[src/capture_consts.vh]
// constants of the high-speed capture port: register map, fields, timing
// assumes inclusion by the capture port and its clock divider only
`ifndef CAPTURE_CONSTS_VH
`define CAPTURE_CONSTS_VH

// register addresses as seen on the register port
`define CAP_ADDR_CONFIG      16'hE706
`define CAP_ADDR_STATUS      16'hE7F0

// capture_port_config fields
`define CAP_BIT_CLK_SEL      0
`define CAP_BIT_SIZE_SEL     1
`define CAP_BIT_GAP_EN       2
`define CAP_BIT_CONTENT_LO   3
`define CAP_BIT_CONTENT_HI   4
`define CAP_BIT_POLARITY     5
`define CAP_CONFIG_RESET     6'h00

// status fields
`define CAP_BIT_BUSY         0

// content select codes
`define CAP_CONTENT_ALL      2'h0
`define CAP_CONTENT_WAVE     2'h1
`define CAP_CONTENT_POWER    2'h2

// word positions in the full sequence
`define CAP_IDX_FIRST_WAVE   4'h0
`define CAP_IDX_LAST_WAVE    4'h6
`define CAP_IDX_FIRST_POWER  4'h7
`define CAP_IDX_LAST_POWER   4'hF

// package lengths in bits
`define CAP_PKG_LEN_WORD     6'h20
`define CAP_PKG_LEN_BYTE     6'h08

// timing
`define CAP_REF_PERIOD_NS    40
`define CAP_FAST_PERIOD_NS   125
`define CAP_SLOW_PERIOD_NS   250
`define CAP_FAST_CYCLES      (`CAP_FAST_PERIOD_NS / `CAP_REF_PERIOD_NS)
`define CAP_SLOW_CYCLES      (`CAP_SLOW_PERIOD_NS / `CAP_REF_PERIOD_NS)
`define CAP_GAP_PERIODS      3'h7

`endif

[src/dummy_end.v]
`timescale 1ns/100ps
`default_nettype none
`default_nettype wire

[src/capture_clk_div.v]
// serial clock divider of the capture port
// assumes run_in and hold_in come from logic on ref_clk_in
`timescale 1ns/100ps
`default_nettype none
`include "capture_consts.vh"

module capture_clk_div #(
    parameter FAST_CYCLES = `CAP_FAST_CYCLES,
    parameter SLOW_CYCLES = `CAP_SLOW_CYCLES
) (
    // clock and reset
    input  wire       ref_clk_in,
    input  wire       rst_in,
    // control
    input  wire       run_in,
    input  wire       hold_in,
    input  wire       slow_sel_in,
    // outputs
    output wire       tick_out,
    output reg        sclk_out
);

    reg  [3:0] cnt_q;
    wire [3:0] period;
    wire [3:0] half;

    // odd periods get the shorter half low, so fast mode is 1 low, 2 high
    assign period = slow_sel_in ? SLOW_CYCLES[3:0] : FAST_CYCLES[3:0];
    assign half   = {1'b0, period[3:1]};
    assign tick_out = run_in && (cnt_q == 4'h0);

    always @(posedge ref_clk_in) begin
        if (rst_in || !run_in) begin
            cnt_q    <= 4'h0;
            sclk_out <= 1'b1;
        end else begin
            cnt_q    <= (cnt_q == period - 4'h1) ? 4'h0 : cnt_q + 4'h1;
            // hold stops a stray falling edge after the last bit
            sclk_out <= hold_in ? 1'b1 : (cnt_q >= half);
        end
    end

endmodule // capture_clk_div

`default_nettype wire

[src/high_speed_capture_port.v]
// high-speed capture port: config register, word sequencer, serialiser
// assumes one 25 MHz clock and a single-cycle register port on it
`timescale 1ns/100ps
`default_nettype none
`include "capture_consts.vh"

module high_speed_capture_port #(
    parameter WORD_W = 32,
    parameter N_WORDS = 16
) (
    // clock and reset
    input  wire              ref_clk_in,
    input  wire              rst_in,
    // register port
    input  wire [15:0]       reg_addr_in,
    input  wire [7:0]        reg_wdata_in,
    input  wire              reg_wr_in,
    input  wire              reg_rd_in,
    output reg  [7:0]        reg_rdata_out,
    // capture trigger
    input  wire              capture_start_in,
    // waveform samples
    input  wire [WORD_W-1:0] phase_a_current_sample_in,
    input  wire [WORD_W-1:0] phase_a_voltage_sample_in,
    input  wire [WORD_W-1:0] phase_b_current_sample_in,
    input  wire [WORD_W-1:0] phase_b_voltage_sample_in,
    input  wire [WORD_W-1:0] phase_c_current_sample_in,
    input  wire [WORD_W-1:0] phase_c_voltage_sample_in,
    input  wire [WORD_W-1:0] neutral_current_sample_in,
    // phase powers
    input  wire [WORD_W-1:0] phase_a_apparent_power_in,
    input  wire [WORD_W-1:0] phase_b_apparent_power_in,
    input  wire [WORD_W-1:0] phase_c_apparent_power_in,
    input  wire [WORD_W-1:0] phase_a_active_power_in,
    input  wire [WORD_W-1:0] phase_b_active_power_in,
    input  wire [WORD_W-1:0] phase_c_active_power_in,
    input  wire [WORD_W-1:0] phase_a_reactive_power_in,
    input  wire [WORD_W-1:0] phase_b_reactive_power_in,
    input  wire [WORD_W-1:0] phase_c_reactive_power_in,
    // link pins
    output wire              capture_serial_clock_out,
    output reg               capture_data_out,
    output reg               select_or_frame_active_pin_out
);

    ////////////////////////////////////////////////////////////////////////
    // functions

    function [3:0] first_idx;
        input [1:0] sel;
        begin
            if (sel == `CAP_CONTENT_POWER)
                first_idx = `CAP_IDX_FIRST_POWER;
            else
                first_idx = `CAP_IDX_FIRST_WAVE;
        end
    endfunction

    function [3:0] last_idx;
        input [1:0] sel;
        begin
            if (sel == `CAP_CONTENT_WAVE)
                last_idx = `CAP_IDX_LAST_WAVE;
            else
                last_idx = `CAP_IDX_LAST_POWER;
        end
    endfunction

    ////////////////////////////////////////////////////////////////////////
    // states and storage

    localparam [2:0] ST_IDLE = 3'b001;
    localparam [2:0] ST_SEND = 3'b010;
    localparam [2:0] ST_GAP  = 3'b100;

    reg  [2:0]        state_q;
    reg  [5:0]        cfg_q;
    reg  [5:0]        frame_cfg_q;
    reg  [WORD_W-1:0] words_q [0:N_WORDS-1];
    reg  [WORD_W-1:0] shift_q;
    reg  [3:0]        word_idx_q;
    reg  [3:0]        last_q;
    reg  [4:0]        word_bit_q;
    reg  [5:0]        pkg_bits_q;
    reg  [2:0]        gap_cnt_q;
    reg               final_q;
    integer           i;

    wire       tick;
    wire [5:0] pkg_len;
    wire       pkg_done;
    wire       frame_pol;
    wire       send_now;
    wire       finish;
    wire [WORD_W-1:0] load_word [0:N_WORDS-1];

    // sequence of the full transfer; subsets are windows into it
    assign load_word[0]  = phase_a_current_sample_in;
    assign load_word[1]  = phase_a_voltage_sample_in;
    assign load_word[2]  = phase_b_current_sample_in;
    assign load_word[3]  = phase_b_voltage_sample_in;
    assign load_word[4]  = phase_c_current_sample_in;
    assign load_word[5]  = phase_c_voltage_sample_in;
    assign load_word[6]  = neutral_current_sample_in;
    assign load_word[7]  = phase_a_apparent_power_in;
    assign load_word[8]  = phase_b_apparent_power_in;
    assign load_word[9]  = phase_c_apparent_power_in;
    assign load_word[10] = phase_a_active_power_in;
    assign load_word[11] = phase_b_active_power_in;
    assign load_word[12] = phase_c_active_power_in;
    assign load_word[13] = phase_a_reactive_power_in;
    assign load_word[14] = phase_b_reactive_power_in;
    assign load_word[15] = phase_c_reactive_power_in;

    assign pkg_len = frame_cfg_q[`CAP_BIT_SIZE_SEL] ?
                     `CAP_PKG_LEN_BYTE : `CAP_PKG_LEN_WORD;
    assign pkg_done  = (pkg_bits_q == pkg_len);
    assign frame_pol = frame_cfg_q[`CAP_BIT_POLARITY];
    assign finish    = tick && state_q[1] && pkg_done && final_q;
    assign send_now  = tick && ((state_q[1] && !pkg_done) ||
                       (state_q[1] && !final_q &&
                        !frame_cfg_q[`CAP_BIT_GAP_EN]) ||
                       (state_q[2] &&
                        gap_cnt_q == `CAP_GAP_PERIODS - 3'h1));

    ////////////////////////////////////////////////////////////////////////
    // serial clock

    capture_clk_div u_clk_div (
        .ref_clk_in  (ref_clk_in),
        .rst_in      (rst_in),
        .run_in      (!state_q[0]),
        .hold_in     (finish),
        .slow_sel_in (frame_cfg_q[`CAP_BIT_CLK_SEL]),
        .tick_out    (tick),
        .sclk_out    (capture_serial_clock_out)
    );

    ////////////////////////////////////////////////////////////////////////
    // register port

    always @(posedge ref_clk_in) begin
        if (rst_in) begin
            cfg_q         <= `CAP_CONFIG_RESET;
            reg_rdata_out <= 8'h00;
        end else begin
            if (reg_wr_in && reg_addr_in == `CAP_ADDR_CONFIG)
                cfg_q <= reg_wdata_in[5:0];
            if (!reg_rd_in)
                reg_rdata_out <= 8'h00;
            else if (reg_addr_in == `CAP_ADDR_CONFIG)
                reg_rdata_out <= {2'h0, cfg_q};
            else if (reg_addr_in == `CAP_ADDR_STATUS)
                reg_rdata_out <= {7'h00, !state_q[0]};
            else
                reg_rdata_out <= 8'h00;
        end
    end

    ////////////////////////////////////////////////////////////////////////
    // sequencer and serialiser

    always @(posedge ref_clk_in) begin
        if (rst_in) begin
            state_q     <= ST_IDLE;
            frame_cfg_q <= `CAP_CONFIG_RESET;
            shift_q     <= {WORD_W{1'b0}};
            word_idx_q  <= 4'h0;
            last_q      <= 4'h0;
            word_bit_q  <= 5'h00;
            pkg_bits_q  <= 6'h00;
            gap_cnt_q   <= 3'h0;
            final_q     <= 1'b0;
            capture_data_out <= 1'b0;
            select_or_frame_active_pin_out <= 1'b1;
            for (i = 0; i < N_WORDS; i = i + 1)
                words_q[i] <= {WORD_W{1'b0}};
        end else begin
            case (state_q)
                ST_IDLE: begin
                    // idle level follows the live polarity setting
                    select_or_frame_active_pin_out <=
                        !cfg_q[`CAP_BIT_POLARITY];
                    if (capture_start_in) begin
                        // config and words are frozen for the whole frame
                        frame_cfg_q <= cfg_q;
                        for (i = 0; i < N_WORDS; i = i + 1)
                            words_q[i] <= load_word[i];
                        word_idx_q <= first_idx(cfg_q[4:3]);
                        last_q     <= last_idx(cfg_q[4:3]);
                        shift_q    <= load_word[first_idx(cfg_q[4:3])];
                        word_bit_q <= 5'h00;
                        pkg_bits_q <= 6'h00;
                        final_q    <= 1'b0;
                        state_q    <= ST_SEND;
                    end
                end
                ST_SEND: begin
                    if (finish) begin
                        select_or_frame_active_pin_out <= !frame_pol;
                        state_q <= ST_IDLE;
                    end else if (tick && pkg_done &&
                                 frame_cfg_q[`CAP_BIT_GAP_EN]) begin
                        select_or_frame_active_pin_out <= !frame_pol;
                        gap_cnt_q <= 3'h0;
                        state_q   <= ST_GAP;
                    end
                end
                ST_GAP: begin
                    if (tick) begin
                        gap_cnt_q <= gap_cnt_q + 3'h1;
                        if (send_now)
                            state_q <= ST_SEND;
                    end
                end
                default: begin
                    state_q <= ST_IDLE;
                end
            endcase

            if (send_now) begin
                capture_data_out <= shift_q[WORD_W-1];
                select_or_frame_active_pin_out <= frame_pol;
                pkg_bits_q <= pkg_done ? 6'h01 : pkg_bits_q + 6'h01;
                if (word_bit_q == 5'h1F) begin
                    word_bit_q <= 5'h00;
                    word_idx_q <= word_idx_q + 4'h1;
                    shift_q    <= words_q[word_idx_q + 4'h1];
                end else begin
                    word_bit_q <= word_bit_q + 5'h01;
                    shift_q    <= {shift_q[WORD_W-2:0], 1'b0};
                end
                if (word_bit_q == 5'h1F && word_idx_q == last_q)
                    final_q <= 1'b1;
            end
        end
    end

endmodule // high_speed_capture_port

`default_nettype wire

[config.mk]
export PLATFORM = sky130hd
export DESIGN_NAME = high_speed_capture_port
export DESIGN_NICKNAME = d
export VERILOG_FILES = /design/src/dummy_end.v /design/src/capture_clk_div.v /design/src/high_speed_capture_port.v
export VERILOG_INCLUDE_DIRS = /design/src
export SDC_FILE = /design/constraint.sdc
export NUM_CORES = 1
export LEC_CHECK = 0
export ABC_AREA = 1
export ABC_CLOCK_PERIOD_IN_PS = 35900
export BUFFER_PORTS_ARGS = -buffer_cell sky130_fd_sc_hd__buf_2
export CAP_MARGIN = 20
export CORE_MARGIN = 5
export CORE_UTILIZATION = 47
export DETAILED_ROUTE_END_ITERATION = 10
export HOLD_SLACK_MARGIN = 0.15
export PLACE_DENSITY = 0.69
export SYNTH_ARGS = -nofsm -noshare
export SYNTH_HDL_FRONTEND = slang
export SYNTH_SLANG_ARGS = --single-unit
[constraint.sdc]
create_clock -name ref_clk_in -period 35.9 [get_ports ref_clk_in]
set_input_delay 3.59 -clock ref_clk_in [delete_from_list [all_inputs] [get_ports ref_clk_in]]
set_output_delay 3.59 -clock ref_clk_in [all_outputs]
set_load 0.01 [all_outputs]
==> metrics.yaml <==
cap_viol_max_count: 0
grt_pass1_vias: 22984
wl_um: 92240
rows: 91
gr-total-overflow: 0
grt_antenna_before_repair: 15
tightest_slew_ps: 1093
fin_cells: 4852
yosys.cell_count.top_type: "nor2_1"
grt_use_total_pct: 26.38
wl_per_cell_um: 19.01
grt_max_degree: 183
synth_cell_types: 36
port_buffers: 547
crit_type: "input pin to register"
clock_latency_ps: 600
final_nets: 4495
synth_area_leaders: "edfxtp_1, nor2_1, inv_1"
placed_cells: 4711
hold_path_end: "reg_rdata_out[0]"
power.density_nw_per_um2: 50.26
cts-htree-levels: 3
min_period_ps: 7400
crit_top_cell: "buf_4"
synthAdderAreaFrac_pct: 0.4274
drt_first_pass_iters: 5
finalSetupViolations: 0
synthMuxAreaShare_pct: 0
hold_buffers: 0
synth_commonest_cells: "nor2_1, inv_1, edfxtp_1, nand2_1, nand3_1"
dp_hpwl_um: 63310
cts.sinks: 591
synth_top_cell_by_area: "edfxtp_1"
synth_top_area_share_pct: 52.52
ir_drop_v: 0.00002955
power.static_leakage_nw: 16.83
slowest_delay_ps: 950
regToRegSetupSlack_ps: 30940
critPathBufInv: 5
cts_buffer_depth: 3
cp_cell_sequence: "buf_6 -> nor2_1 -> inv_8 -> buf_4 -> buf_4 -> buf_4"
slew_viol_final: 0
synth_area_um2: 29270
synth_top_family_by_area: "simple AND/OR/NAND/NOR gates"
status: "finished clean"
timing.rr.end: "words_q[1][17]"
initial_core_util_pct: 47.44
gp_congestion: 0.8910
synth-main-ff-cell: "edfxtp_1"
yosysSeqAreaShare_pct: 57.92
synth_compound_area_share_pct: 5.920
critPathSlowestCell: "buf_4"
cts_buffers: 67
cp-end-kind: "register"
critPathLaunchType: "input pin"
synthSimpleGateAreaFrac_pct: 22.52
r2r_cells: 9
rsz0062_at_grt: "false"
drive_above_1_share_pct: 17.81
r2r_start: "state_q[0]"
grt_first_pass_wirelength_um: 135800
yosys_warnings: 0
hold_viol: 0
syn_avg_cell_area_um2: 8.364
syn_to_final_growth_pct: 18.21
slew_headroom_pct: 27.14
critical_path_depth: 6
synth-edff-count: 512
cts_tree: "done"
ant_nets: 0
synth-async-reset-ratio_pct: 0
worstHoldPathType: "register to register"
die_x_um: 259.6
fill_cells: 5658
crit_family: "buffers and inverters"
setup_tns_ps: 0
die_h_um: 259.6
drt-vias-per-instance: 5.007
multi_input_area_um2: 8600
synthCells: 3500
required_ps: 36120
fin_skew_ps: 19.92
fin_crit_sh_pct: 20.61
vias: 24296
clk_pin_slew_ps: 60
hold_depth: 2
arrival_ps: 7620
ys_ff_latch: 591
post_cts_resized: 0
min_from: "cfg_q[0]"
io_pins: 552
postCtsSetupRepairBufs: 0
fp.dieArea_um2: 67380
register_area_um2: 16960
drtIter0Drc: 2552
cp_max_fo: 138
fmax_ghz: 0.1351
core-area_um2: 61710
synthXorXnorAreaFrac_pct: 0.2906
drc: 0
root_buffer: "clkbuf_16"
per-layer routing:
metal  vias to the layer above  share of wire, %  track usage (%)
li1                      11830                 -                -
met2                      1122                46            41.30
met3                       154               9.0            4.573
met1                     11186                41            37.20
met5                         -             0.028                0
met4                         4               3.6            9.819
report_power, final:
part           switching (W)  leakage (nW)  internal (W)
Sequential         0.0000234          6.11      0.000848
Combinational       0.000140          9.72     0.0000690
Clock               0.000282         0.999      0.000377
Total               0.000445          16.8       0.00129
through the flow:
step | total power, W | instance area, µm² | hold slack (ps) | utilization, % | setup slack, ps
after floorplan | 0.001034 | 29280 | 434.9 | - | 21230
after global placement | 0.001087 | 32470 | 451.5 | 52.61 | 27830
after detailed placement | 0.001092 | 32470 | 455.5 | 52.61 | 27770
after CTS | 0.001749 | 34540 | 469.3 | 55.97 | 28420
after global routing | 0.001813 | 34580 | 496.3 | 56.03 | 28230
final | 0.001739 | 34600 | 469.8 | 56.07 | 28500
how the worst max path moves through the flow:
stage | start | endpoint | slack (ps)
2_1_floorplan | rst_in | words_q[0][0] | 21230
3_3_place_gp | rst_in | words_q[12][31] | 27830
3_5_place_dp | rst_in | words_q[12][31] | 27770
4_1_cts | rst_in | words_q[12][29] | 28420
5_1_grt | rst_in | words_q[12][29] | 28230
6_report | rst_in | words_q[1][17] | 28500
kinds of logic after synthesis:
kind of cell | Yosys count
and+or+nand+nor | 1598
adders and majority gates | 10
xor gates and xnor gates | 8
DFF | 591
AOI/OAI and AO/OA | 321
other | 1
buffers and inverters | 971
cells in the final DEF, fill, tap and decap left out, types with 3 or more instances in the layout:
| cell type | synthesis | routed |
|---|---|---|
| nor2_1 | 788 | 788 |
| inv_1 | 767 | 765 |
| buf_2 | 82 | 546 |
| edfxtp_1 | 512 | 512 |
| nand2_1 | 397 | 395 |
| nand3_1 | 360 | 360 |
| o21ai_0 | 223 | 223 |
| dfxtp_1 | 79 | 78 |
| clkbuf_16 | 0 | 69 |
| a21oi_1 | 46 | 46 |
| o211ai_1 | 42 | 42 |
| or2_2 | 32 | 32 |
| buf_4 | 8 | 24 |
| clkbuf_1 | 94 | 19 |
| diode_2 | 0 | 18 |
| clkinv_1 | 1 | 16 |
| nand4_1 | 9 | 9 |
| ha_1 | 10 | 8 |
| inv_6 | 0 | 6 |
| clkinv_2 | 0 | 6 |
| o22ai_1 | 5 | 5 |
| inv_2 | 4 | 3 |
| nand2_2 | 2 | 3 |
| nor4_1 | 3 | 3 |
| xor2_1 | 3 | 3 |
| clkinvlp_4 | 0 | 3 |
| bufinv_16 | 0 | 3 |
flip-flops by register name, summed over array words and instances (netlist names):
register,cells
words_q,512
shift_q,32
cfg_q,6
pkg_bits_q,6
reg_rdata_out,6
word_bit_q,5
frame_cfg_q,4
u_clk_div.cnt_q,4
word_idx_q,4
gap_cnt_q,3
state_q,3
last_q,2
capture_data_out,1
final_q,1
select_or_frame_active_pin_out,1
u_clk_div.sclk_out,1
cell type report:
cell class,count,share of cell area [%]
Sequential cell,591,49.01
Timing Repair Buffer,573,8.566
Clock inverter,34,0.7955
Antenna cell,18,0.1302
Multi-Input combinational cell,1939,24.85
Tap cell,837,3.026
Clock buffer,88,5.196
Inverter,772,8.425
tightest hold or removal path, cell delays in order, from the launching register on:
cell,delay (ps)
dfxtp_1,320
nand2_1,70
a21oi_1,50
Power figures use the tool's default switching activity.
